===== src/inc/gvpi_pkg.sv =====
// Shared constants, types and helpers of the gas valve process image.
// Assumes one 125 MHz clock shared by the device end and the master end.
package gvpi_pkg;
   typedef logic [15:0] gvpi_word_t;

   // Timing
   localparam int unsigned CLK_HZ = 125_000_000;
   localparam int unsigned LOCK_MS = 150;
   localparam int unsigned LOCK_CYC = LOCK_MS * (CLK_HZ / 1000);
   localparam int unsigned CAL_S = 15;
   localparam int unsigned CAL_CYC = CAL_S * CLK_HZ;
   localparam int unsigned XCHG_US = 1000;
   localparam int unsigned XCHG_CYC = XCHG_US * (CLK_HZ / 1_000_000);

   // Gas-selection control word bits
   localparam int GS_GAS2 = 0;
   localparam int GS_GAS1 = 1;
   localparam int GS_GAS3 = 2;
   localparam int GS_CAL = 3;
   localparam int GS_VLV_W = 3;

   // Status word bits
   localparam int ST_REACHED = 0;
   localparam int ST_READY = 1;
   localparam int ST_WARN = 2;
   localparam int ST_ERR = 3;
   localparam int ST_CAL = 4;

   // Tolerance window layout, tenths of a percent per byte
   localparam int TOL_HI_LSB = 8;
   localparam logic [7:0] TOL_MAX = 8'haa;

   // Value ranges
   localparam gvpi_word_t SETP_MAX = 16'h7530;
   localparam gvpi_word_t OUTLET_MAX = 16'h7530;
   localparam gvpi_word_t INLET_MAX = 16'h9c40;
   localparam gvpi_word_t DRIVE_MAX = 16'h2710;
   localparam gvpi_word_t SERIAL_MIN = 16'h0001;
   localparam gvpi_word_t SERIAL_MAX = 16'h270f;
   localparam gvpi_word_t WORD_ZERO = 16'h0000;
   // Arbitrary neutral firmware revision
   localparam gvpi_word_t FW_REV_DEF = 16'h0100;

   // Ratio factors
   localparam logic [10:0] PERMIL = 11'h3e8;
   localparam logic [10:0] PCT = 11'h064;
   localparam logic [10:0] WARN_PCT = 11'h06e;
   localparam logic [10:0] ERR_PCT = 11'h069;

   // Master register map, word index of the byte address
   localparam logic [3:0] HR_SETP = 4'h0;
   localparam logic [3:0] HR_GSEL = 4'h1;
   localparam logic [3:0] HR_TOL = 4'h2;
   localparam logic [3:0] HR_CTRL = 4'h3;
   localparam logic [3:0] HR_RB0 = 4'h4;
   localparam logic [3:0] HR_IRQ_STA = 4'he;
   localparam logic [3:0] HR_IRQ_MSK = 4'hf;
   localparam int RB_N = 10;
   localparam int RB_STATUS = 9;
   localparam int CTRL_RUN = 0;
   localparam int CTRL_ONCE = 1;

   // Interrupt bits
   localparam int IRQ_W = 4;
   localparam int EV_XCHG = 0;
   localparam int EV_WARN = 1;
   localparam int EV_ERR = 2;
   localparam int EV_READY = 3;

   function automatic logic [26:0] gvpi_scale(input gvpi_word_t v, input logic [10:0] f);
      gvpi_scale = {11'h000, v} * {16'h0000, f};
   endfunction

   function automatic gvpi_word_t gvpi_clamp(input gvpi_word_t v, input gvpi_word_t lo,
                                              input gvpi_word_t hi);
      gvpi_clamp = (v < lo) ? lo : ((v > hi) ? hi : v);
   endfunction
endpackage


===== src/inc/gvpi_if.sv =====
// Process image exchanged once per fieldbus cycle.
// Assumes both ends run on the same clock; stb and upd are one-cycle pulses.
`timescale 1ns/1ps
interface gvpi_if;
   logic stb;
   logic upd;
   logic [15:0] setpoint;
   logic [15:0] gas_sel;
   logic [15:0] tol_set;
   logic [15:0] outlet;
   logic [15:0] inlet;
   logic [15:0] drive;
   logic [15:0] serial;
   logic [15:0] fw_rev;
   logic [15:0] spare1;
   logic [15:0] spare2;
   logic [15:0] spare3;
   logic [15:0] tol_rb;
   logic [15:0] status;

   modport dev (
      input stb, setpoint, gas_sel, tol_set,
      output upd, outlet, inlet, drive, serial, fw_rev, spare1, spare2, spare3, tol_rb, status
   );
   modport host (
      output stb, setpoint, gas_sel, tol_set,
      input upd, outlet, inlet, drive, serial, fw_rev, spare1, spare2, spare3, tol_rb, status
   );
endinterface


===== src/verilog/gvpi_dev.sv =====
// Device end of the gas valve process image: valves, status and calibration.
// Assumes sensor words come from logic on mclk and the master pulses stb.
//
// Notes on behaviour
// - serial number reported, range 1 to 9999
// - applied tolerance window read back
// - control bit 0 switches gas 2 valve
// - control bit 1 switches gas 1 valve
// - control bit 2 switches gas 3 valve
// - control bit 3 requests offset self-calibration
// - status bit 0: outlet inside window
// - status bit 1: controller ready
// - status bit 2: inlet below 110 percent
// - status bit 3: inlet below 105 percent
// - status bit 4 high during calibration
// - window: upper high byte, lower low byte, max 170
// - setpoint 0 to 30000 mbar, linear
// - selection ignored 150 ms after gas off
// - at most one gas valve open
// - calibration lasts 15 s, then ready
`timescale 1ns/1ps
module gvpi_dev #(
   parameter int unsigned LOCK_CYCLES = gvpi_pkg::LOCK_CYC,
   parameter int unsigned CAL_CYCLES = gvpi_pkg::CAL_CYC,
   parameter gvpi_pkg::gvpi_word_t FW_REV = gvpi_pkg::FW_REV_DEF
) (
   input wire logic mclk,
   input wire logic rst_n,
   gvpi_if.dev pi,
   input wire gvpi_pkg::gvpi_word_t outlet_meas,
   input wire gvpi_pkg::gvpi_word_t inlet_meas,
   input wire gvpi_pkg::gvpi_word_t drive_meas,
   input wire gvpi_pkg::gvpi_word_t serial_meas,
   output logic [gvpi_pkg::GS_VLV_W-1:0] valve_on,
   output logic calibrating
);
   import gvpi_pkg::*;

   typedef enum logic [1:0] {GVPI_INIT, GVPI_RUN, GVPI_CAL} gvpi_mode_t;

   ////////////////////////////////////////////////////////////////////////////
   // Words taken from the master

   gvpi_word_t setp_ff;
   gvpi_word_t nxt_setp;
   gvpi_word_t sel_ff;
   gvpi_word_t nxt_sel;
   logic [7:0] tol_hi_ff;
   logic [7:0] nxt_tol_hi;
   logic [7:0] tol_lo_ff;
   logic [7:0] nxt_tol_lo;
   logic upd_ff;
   logic nxt_upd;

   always_comb begin
      nxt_setp = setp_ff;
      nxt_sel = sel_ff;
      nxt_tol_hi = tol_hi_ff;
      nxt_tol_lo = tol_lo_ff;
      nxt_upd = pi.stb;
      if (pi.stb) begin
         nxt_setp = gvpi_clamp(pi.setpoint, WORD_ZERO, SETP_MAX);
         nxt_sel = pi.gas_sel;
         // Out-of-range bytes saturate rather than wrap
         nxt_tol_hi = (pi.tol_set[15:TOL_HI_LSB] > TOL_MAX) ?
                      TOL_MAX : pi.tol_set[15:TOL_HI_LSB];
         nxt_tol_lo = (pi.tol_set[TOL_HI_LSB-1:0] > TOL_MAX) ?
                      TOL_MAX : pi.tol_set[TOL_HI_LSB-1:0];
      end
   end

   always_ff @(posedge mclk or negedge rst_n) begin
      if (!rst_n) begin
         setp_ff <= WORD_ZERO;
         sel_ff <= WORD_ZERO;
         tol_hi_ff <= 8'h00;
         tol_lo_ff <= 8'h00;
         upd_ff <= 1'b0;
      end else begin
         setp_ff <= nxt_setp;
         sel_ff <= nxt_sel;
         tol_hi_ff <= nxt_tol_hi;
         tol_lo_ff <= nxt_tol_lo;
         upd_ff <= nxt_upd;
      end
   end

   ////////////////////////////////////////////////////////////////////////////
   // Mode: power-on initialisation, operation, self-calibration

   gvpi_mode_t mode_ff;
   gvpi_mode_t nxt_mode;
   logic [31:0] tmr_ff;
   logic [31:0] nxt_tmr;
   logic armed_ff;
   logic nxt_armed;

   always_comb begin
      nxt_mode = mode_ff;
      nxt_tmr = tmr_ff;
      // A held request starts one calibration only; bit must drop first
      nxt_armed = armed_ff & sel_ff[GS_CAL];
      case (mode_ff)
         GVPI_INIT, GVPI_CAL: begin
            if (tmr_ff >= CAL_CYCLES - 1) begin
               nxt_mode = GVPI_RUN;
               nxt_tmr = 32'h0000_0000;
            end else begin
               nxt_tmr = tmr_ff + 32'h0000_0001;
            end
         end
         GVPI_RUN: begin
            if (sel_ff[GS_CAL] && !armed_ff) begin
               nxt_mode = GVPI_CAL;
               nxt_armed = 1'b1;
               nxt_tmr = 32'h0000_0000;
            end
         end
         default: begin
            nxt_mode = GVPI_INIT;
            nxt_tmr = 32'h0000_0000;
         end
      endcase
   end

   always_ff @(posedge mclk or negedge rst_n) begin
      if (!rst_n) begin
         mode_ff <= GVPI_INIT;
         tmr_ff <= 32'h0000_0000;
         armed_ff <= 1'b0;
      end else begin
         mode_ff <= nxt_mode;
         tmr_ff <= nxt_tmr;
         armed_ff <= nxt_armed;
      end
   end

   ////////////////////////////////////////////////////////////////////////////
   // Upstream valves with interlock and switch-off lock

   logic [GS_VLV_W-1:0] vlv_ff;
   logic [GS_VLV_W-1:0] nxt_vlv;
   logic [31:0] lock_ff;
   logic [31:0] nxt_lock;
   logic [GS_VLV_W-1:0] req;
   logic req_one;

   always_comb begin
      // Bit i of the valve vector follows bit i of the control word
      req = sel_ff[GS_VLV_W-1:0];
      req_one = (req != '0) && ((req & (req - 3'b001)) == '0);
      nxt_vlv = vlv_ff;
      nxt_lock = (lock_ff != 32'h0000_0000) ? lock_ff - 32'h0000_0001 : lock_ff;
      if (lock_ff == 32'h0000_0000) begin
         if (vlv_ff != '0) begin
            // Gas off on cleared bit or when leaving operation
            if (((vlv_ff & req) == '0) || (mode_ff != GVPI_RUN)) begin
               nxt_vlv = '0;
               nxt_lock = LOCK_CYCLES;
            end
         end else if ((mode_ff == GVPI_RUN) && req_one) begin
            // Several bits at once open nothing, a safe reading of the interlock
            nxt_vlv = req;
         end
      end
   end

   always_ff @(posedge mclk or negedge rst_n) begin
      if (!rst_n) begin
         vlv_ff <= '0;
         lock_ff <= 32'h0000_0000;
      end else begin
         vlv_ff <= nxt_vlv;
         lock_ff <= nxt_lock;
      end
   end

   ////////////////////////////////////////////////////////////////////////////
   // Image words returned to the master

   gvpi_word_t out_ff;
   gvpi_word_t nxt_out;
   gvpi_word_t in_ff;
   gvpi_word_t nxt_in;
   gvpi_word_t drv_ff;
   gvpi_word_t nxt_drv;
   gvpi_word_t ser_ff;
   gvpi_word_t nxt_ser;
   gvpi_word_t sta_ff;
   gvpi_word_t nxt_sta;
   logic cal_ff;
   logic nxt_cal;
   logic [26:0] out_k;
   logic [26:0] in_k;

   always_comb begin
      nxt_out = gvpi_clamp(outlet_meas, WORD_ZERO, OUTLET_MAX);
      nxt_in = gvpi_clamp(inlet_meas, WORD_ZERO, INLET_MAX);
      nxt_drv = gvpi_clamp(drive_meas, WORD_ZERO, DRIVE_MAX);
      nxt_ser = gvpi_clamp(serial_meas, SERIAL_MIN, SERIAL_MAX);
      nxt_cal = (mode_ff == GVPI_CAL);
      out_k = gvpi_scale(out_ff, PERMIL);
      in_k = gvpi_scale(in_ff, PCT);
      // Compare by cross-multiplying, avoiding a divider
      nxt_sta = WORD_ZERO;
      nxt_sta[ST_REACHED] = (out_k <= gvpi_scale(setp_ff, PERMIL + {3'b000, tol_hi_ff})) &&
                            (out_k >= gvpi_scale(setp_ff, PERMIL - {3'b000, tol_lo_ff}));
      nxt_sta[ST_READY] = (mode_ff == GVPI_RUN);
      nxt_sta[ST_WARN] = in_k < gvpi_scale(setp_ff, WARN_PCT);
      nxt_sta[ST_ERR] = in_k < gvpi_scale(setp_ff, ERR_PCT);
      nxt_sta[ST_CAL] = nxt_cal;
   end

   always_ff @(posedge mclk or negedge rst_n) begin
      if (!rst_n) begin
         out_ff <= WORD_ZERO;
         in_ff <= WORD_ZERO;
         drv_ff <= WORD_ZERO;
         ser_ff <= SERIAL_MIN;
         sta_ff <= WORD_ZERO;
         cal_ff <= 1'b0;
      end else begin
         out_ff <= nxt_out;
         in_ff <= nxt_in;
         drv_ff <= nxt_drv;
         ser_ff <= nxt_ser;
         sta_ff <= nxt_sta;
         cal_ff <= nxt_cal;
      end
   end

   ////////////////////////////////////////////////////////////////////////////
   // Outputs

   assign pi.upd = upd_ff;
   assign pi.outlet = out_ff;
   assign pi.inlet = in_ff;
   assign pi.drive = drv_ff;
   assign pi.serial = ser_ff;
   assign pi.fw_rev = FW_REV;
   // Spare words carry nothing
   assign pi.spare1 = WORD_ZERO;
   assign pi.spare2 = WORD_ZERO;
   assign pi.spare3 = WORD_ZERO;
   assign pi.tol_rb = {tol_hi_ff, tol_lo_ff};
   assign pi.status = sta_ff;
   assign valve_on = vlv_ff;
   assign calibrating = cal_ff;
endmodule // gvpi_dev


===== src/flat_wrapper.sv =====
// flat-port wrapper written by rule: the top's interface ports become plain ports
module gvpi_dev_flat import gvpi_pkg::*;
#(
   parameter int unsigned LOCK_CYCLES = gvpi_pkg::LOCK_CYC,
   parameter int unsigned CAL_CYCLES = gvpi_pkg::CAL_CYC,
   parameter gvpi_pkg::gvpi_word_t FW_REV = gvpi_pkg::FW_REV_DEF
)
  (mclk, rst_n, outlet_meas, inlet_meas, drive_meas, serial_meas, valve_on, calibrating, pi_stb, pi_setpoint, pi_gas_sel, pi_tol_set, pi_upd, pi_outlet, pi_inlet, pi_drive, pi_serial, pi_fw_rev, pi_spare1, pi_spare2, pi_spare3, pi_tol_rb, pi_status);
  gvpi_if pi_i ();
  input wire logic mclk;
  input wire logic rst_n;
  input wire gvpi_pkg::gvpi_word_t outlet_meas;
  input wire gvpi_pkg::gvpi_word_t inlet_meas;
  input wire gvpi_pkg::gvpi_word_t drive_meas;
  input wire gvpi_pkg::gvpi_word_t serial_meas;
  output logic [gvpi_pkg::GS_VLV_W-1:0] valve_on;
  output logic calibrating;
  input wire logic [$bits(pi_i.stb)-1:0] pi_stb;
  input wire logic [$bits(pi_i.setpoint)-1:0] pi_setpoint;
  input wire logic [$bits(pi_i.gas_sel)-1:0] pi_gas_sel;
  input wire logic [$bits(pi_i.tol_set)-1:0] pi_tol_set;
  output wire logic [$bits(pi_i.upd)-1:0] pi_upd;
  output wire logic [$bits(pi_i.outlet)-1:0] pi_outlet;
  output wire logic [$bits(pi_i.inlet)-1:0] pi_inlet;
  output wire logic [$bits(pi_i.drive)-1:0] pi_drive;
  output wire logic [$bits(pi_i.serial)-1:0] pi_serial;
  output wire logic [$bits(pi_i.fw_rev)-1:0] pi_fw_rev;
  output wire logic [$bits(pi_i.spare1)-1:0] pi_spare1;
  output wire logic [$bits(pi_i.spare2)-1:0] pi_spare2;
  output wire logic [$bits(pi_i.spare3)-1:0] pi_spare3;
  output wire logic [$bits(pi_i.tol_rb)-1:0] pi_tol_rb;
  output wire logic [$bits(pi_i.status)-1:0] pi_status;
  assign pi_i.stb = pi_stb;
  assign pi_i.setpoint = pi_setpoint;
  assign pi_i.gas_sel = pi_gas_sel;
  assign pi_i.tol_set = pi_tol_set;
  assign pi_upd = pi_i.upd;
  assign pi_outlet = pi_i.outlet;
  assign pi_inlet = pi_i.inlet;
  assign pi_drive = pi_i.drive;
  assign pi_serial = pi_i.serial;
  assign pi_fw_rev = pi_i.fw_rev;
  assign pi_spare1 = pi_i.spare1;
  assign pi_spare2 = pi_i.spare2;
  assign pi_spare3 = pi_i.spare3;
  assign pi_tol_rb = pi_i.tol_rb;
  assign pi_status = pi_i.status;
  gvpi_dev #(.LOCK_CYCLES(LOCK_CYCLES), .CAL_CYCLES(CAL_CYCLES), .FW_REV(FW_REV)) u_core (.mclk(mclk), .rst_n(rst_n), .pi(pi_i), .outlet_meas(outlet_meas), .inlet_meas(inlet_meas), .drive_meas(drive_meas), .serial_meas(serial_meas), .valve_on(valve_on), .calibrating(calibrating));
endmodule

===== config.mk =====
export PLATFORM = sky130hd
export DESIGN_NAME = gvpi_dev_flat
export DESIGN_NICKNAME = d
export VERILOG_FILES = /design/src/inc/gvpi_pkg.sv /design/src/inc/gvpi_if.sv /design/src/verilog/gvpi_dev.sv /design/src/flat_wrapper.sv
export SDC_FILE = /design/constraint.sdc
export NUM_CORES = 2
export LEC_CHECK = 0
export BUFFER_PORTS_ARGS = -buffer_cell sky130_fd_sc_hd__buf_2
export CAP_MARGIN = 20
export CORE_UTILIZATION = 56
export CTS_CLUSTER_DIAMETER = 40
export DETAILED_ROUTE_END_ITERATION = 12
export HOLD_SLACK_MARGIN = 0.12
export PLACE_DENSITY = 0.79
export SYNTH_ARGS = -nofsm -noshare
export SYNTH_HDL_FRONTEND = slang
export SYNTH_SLANG_ARGS = --single-unit

===== constraint.sdc =====
create_clock -name mclk -period 7.4 [get_ports mclk]
set_clock_uncertainty 0.05 [all_clocks]
set_input_delay 1.11 -clock mclk [delete_from_list [all_inputs] [get_ports mclk]]
set_output_delay 1.11 -clock mclk [all_outputs]
set_load 0.02 [all_outputs]

==> Word level (Yosys, flattened, before mapping) <==
Cells that the tools add are included.
Widths: inputs -> output; s select.
{ "totals": {"ff_bits": 177, "in_bits": 115, "output_inout_bits": 165, "word_cells": 97} }
{ "classes": {"n_addsub": 5, "mul": 6, "order_cmp": 17, "n_eq_ne": 6, "n_mux": 27, "bitwise_logic": 3, "reduce_logical": 17} }
{ "ops": {"columns": ["op", "count"], "rows": [
  ["$mux 32", 6],
  ["$mux 16", 10],
  ["$lt 16x1->1 const B", 5],
  ["$pmux 32 s2", 1],
  ["$mul 16x11->27", 2],
  ["$lt 23x23->1", 2],
  ["$mul 16x7->23 const B", 2],
  ["$add 32x1->32 const B", 1],
  ["$ge 32x31->1 const B", 1],
  ["$gt 16x14->1 const B", 2],
  ["$gt 16x15->1 const B", 2],
  ["$logic_not 32->1", 1],
  ["$reduce_bool 32->1", 1],
  ["$sub 32x1->32 const B", 1],
  ["$ge 26x27->1", 1],
  ["$le 26x27->1", 1],
  ["$mul 16x6->22 const B", 1],
  ["$mul 16x5->21 const B", 1],
  ["$gt 16x16->1 const B", 1],
  ["$gt 8x8->1 const B", 2],
  ["$mux 8", 2],
  ["$add 10x8->11 const A", 1],
  ["$sub 10x8->11 const A", 1],
  ["$mux 3", 3],
  ["20 further kinds", 30]
]} }

==> Depth between registers and ports, before layout <==
{ "depth": {"ltp_word": 7, "ltp_mapped": 36, "mapped_depth_nobuf": 34} }

==> Worst setup path before layout <==
Ideal clock, no wire load.
{ "synth_path": {"path_kind": "register to register", "from": "reg u_core.tol_hi_ff[7]", "to": "reg u_core.sta_ff[0], in the netlist u_core.pi.status[0]", "setup_ps": 94, "arrival_ps": 7802, "required_ps": 7256, "path_slack_ps": -546, "stages_incl_launch_ff": 29, "n_path_buf": 2, "period_less_slack_ps": 7946, "path_cell_list": "dfrtp_1 clkbuf_1 a2111oi_0 clkbuf_1 nor2_1 fa_1 fa_1 fa_1 fa_1 fa_1 ha_1 a21o_1 a2111o_1 a31o_1 nand2_2 o21ai_1 o311a_1 o21ai_0 nand2b_1 xnor2_1 ha_1 a21o_1 a21oi_1 nor2b_1 o21ai_0 nand2b_1 a221oi_1 nor2_1 a211oi_1"} }
{ "synth_between": {"elab_chain_len": 4} }
{ "synth_rtl": {"columns": ["item", "line_no", "text"], "rows": [
  ["start: declaration", "gvpi_dev.sv:48", "logic [7:0] tol_hi_ff;"],
  ["start signal: assignment", "gvpi_dev.sv:82", "tol_hi_ff <= nxt_tol_hi;"],
  ["$add 10x8->11", "gvpi_dev.sv:206", "nxt_sta[ST_REACHED] = (out_k <= gvpi_scale(setp_ff, PERMIL + {3'b000, tol_hi_ff})) &&"],
  ["$mul 16x11->27", "gvpi_pkg.sv:71", "gvpi_scale = {11'h000, v} * {16'h0000, f};"],
  ["$le 26x27->1", "gvpi_dev.sv:206", null],
  ["$logic_and 1x1->1", "gvpi_dev.sv:206", null],
  ["named net u_core.nxt_sta[0]", "gvpi_dev.sv:190", "gvpi_word_t nxt_sta;"],
  ["end signal: assignment", "gvpi_dev.sv:227", "sta_ff <= nxt_sta;"],
  ["end: declaration", "gvpi_dev.sv:189", "gvpi_word_t sta_ff;"]
]} }
The timed path passes the listed nets, and every way through them passes these cells.
A chain may end at the register's enable or synchronous reset.

==> Worst setup path after layout <==
{ "layout_path": {"from": "reg u_core.tol_hi_ff[4]", "to": "reg u_core.sta_ff[0], in the netlist u_core.pi.status[0]"} }
Same word-level chain as after synthesis.

==> metrics <==
CP Capture Type=flip-flop; Mapped Cells=3,067; cell chosen for the clock root=clkbuf_16; Post-Route WL=65.8 mm; unrepaired setup endpoints after global routing=yes; WL/cell=16.3 um; Storage cell area=4410 um^2; synthesized-area fraction occupied by adder cells=44.8%; Slew headroom=33.3%; post-synth top area share=25.9%; Setup crit start kind=flip-flop; first-pass GRT wire length=110 mm; Worst-path clk slew=0.11 ns; # fillers=4,013; Crit path arrival time=7.72 ns; Placed Area=30,300 um^2; Crit Path Max Fanout=5; clock tree buffer depth=2; CP required=7.78 ns; # Max-Cap Violations=0; DIE HEIGHT=226 um; die area=51,100 um^2; Avg Vias per Cell=5.38; Synth Area in XOR/XNOR=4.86%; Tmin final=7.34 ns; synthesized area per cell=9.16 um^2; area of the multi-input gates=21,500 um^2; share of layout cells above drive strength 1=13.9%; gr usage total=27.5%; First DRT Iteration DRCs=1,188; design area=31,600 um^2; ranking of synthesized cells by area=fa_1 (26%), ha_1 (19%), dfrtp_1 (16%); GR Overflow Total=0; worst hold slack=0.412 ns; Post-synth EDFFs=0; Routability Congestion=0.967; Die X=226 um; Clk Latency, worst-skew pair=0.50 ns; Synth cell types=78; Final Hold Vio Count=0; H-tree levels=4; top cells by count, synth=inv_1 (552), ha_1 (423), fa_1 (364); Final Max Tran Viols=0; worst hold path class=flip-flop to flip-flop; cts hold-fix bufs=0; Final Cycle Share=99.2%; Initial Utilization=57.0%; Worst Tran Pin Value=0.992 ns; PortBufs=192; Compound-Gate Fraction of Synth Area=9.62%; slowest stage cell, crit path=fa_2; clock buffer count from CTS=17; FFs w/ async S/R, synth=100%; CTS tree=yes; Yosys warnings=0; vias in the first global route=22,400; most frequent CP cell=fa_2; multiplexer share of the synthesized area=0.432%; Yosys top cell by area=fa_1; worst slack at placement=-0.314 ns; Setup Viol. Count Final=0; largest net degree at the start of global routing=142; simple-gate share of the synthesized area=14.3%; Main synth FF type=dfrtp_1; post-route ant nets=0; crit path kind=flip-flop to flip-flop; post-synthesis sequential area ratio=15.7%; largest family of logic cells by synthesized area=adder cells; 1st-pass router iterations=5; via count=21,700; Crit path largest cell delay=0.58 ns; final setup margin=0.0585 ns; DP HPWL=53.5 mm; IO Pins=280; Area Growth Syn to Fin=12.3%; Peak Freq=136 MHz; Core ar.=49,300 um^2; most frequent cell after synthesis=inv_1; # rows=81; total clock sinks=176; Yosys reg bits=176; outcome=finished, final reports clean; initial antenna violation count=4; Residual DRC=0; Syn Std Cell Area=28,100 um^2; Final #Nets=4,259
## flip-flops by register name (all words and copies together), names as in the netlist
name	cells
u_core.pi.status	5
u_core.tol_lo_ff	8
u_core.pi.drive	16
u_core.valve_on	3
u_core.pi.serial	16
u_core.lock_ff	32
u_core.setp_ff	16
u_core.tol_hi_ff	8
u_core.pi.inlet	16
u_core.pi.outlet	16
u_core.armed_ff	1
u_core.mode_ff	2
u_core.tmr_ff	32
u_core.sel_ff	4
u_core.pi.upd	1
## cells by family after synthesis
| kind of cell | Yosys count |
|---|---|
| compound gates | 421 |
| xor+xnor | 156 |
| fa+ha+maj | 787 |
| buf+inv | 694 |
| flops | 176 |
| mux | 11 |
| other cells | 2 |
| simple gates | 820 |
## final cells by class
cell class                      instances  area share [%]
Clock buffer                           17            1.35
Tap cell                              664            2.63
Antenna cell                            2          0.0159
Sequential cell                       176            14.0
Timing Repair Buffer                  327            6.54
Multi-Input combinational cell       2275            68.2
Clock inverter                         15           0.674
Inverter                              560            6.66
## placed cells by master (no fill, tap or decap), types with 57 or more instances in the layout
master / count
inv_1: 550
ha_1: 413
fa_1: 353
nand2_1: 216
nor2_1: 214
buf_2: 191
dfrtp_1: 174
buf_4: 123
and2_1: 110
o21ai_0: 102
a21oi_1: 88
conb_1: 80
xor2_1: 76
xnor2_1: 73
nand2b_1: 62
a21o_1: 57
## per-layer routing
metal / share of wire, % / vias to the layer above / wire, um / GRT usage [%]
li1: - / 10300 / - / -
met1: 40 / 10600 / 26100 / 33.5
met2: 49 / 649 / 32400 / 46.9
met3: 6.3 / 179 / 4120 / 5.02
met4: 4.8 / 2 / 3180 / 13.1
met5: 0.020 / - / 13 / 0
## timing repair
item                                    4_1_cts  5_1_grt
endpoints found under the setup margin        1        1
cloned                                        0        1
buffers inserted                              6       15
gates resized for setup                      37       69
pin swaps                                    36       54
## worst paths after layout
check / to / slack (ns) / startpoint / cells after the start
setup / recovery: u_core.pi.status[0] / 0.06 / u_core.tol_hi_ff[4] / 29
hold / removal: u_core.lock_ff[29] / 0.41 / u_core.lock_ff[29] / 1
setup reg to reg: u_core.pi.status[0] / 0.06 / u_core.tol_hi_ff[4] / 29
hold reg to reg: u_core.lock_ff[29] / 0.41 / u_core.lock_ff[29] / 1
max in group asynchronous: u_core.tol_hi_ff[6] / 5.63 / rst_n / 2
min in group asynchronous: u_core.pi.status[3] / 0.46 / rst_n / 1
## worst max-delay path: cells and delay by family, from the launching register on
kind | cells | cell delay [ns]
AO/OA/AOI/OAI | 8 | 1.65
AND/OR/NAND/NOR | 9 | 1.34
XOR/XNOR | 2 | 0.28
adder cells (fa/ha/maj) | 8 | 3.30
buffers and inverters | 2 | 0.23
flip-flops | 1 | 0.42
## through the flow
| step | setup TNS [ns] | util, % | std cells |
|---|---|---|---|
| after detailed placement | -0.314 | 61.5 | 3979 |
| after CTS | 0 | 63.2 | 4017 |
| after floorplan | 0 | - | 3145 |
| after global routing | -0.161 | 64.1 | 4036 |
| final | 0 | 64.1 | 4036 |
| after global placement | -0.284 | 61.5 | 3979 |
Power is left out: the tool's default activity adds up to more than one toggle a clock period on the data nets, which glitch-free logic cannot reach.
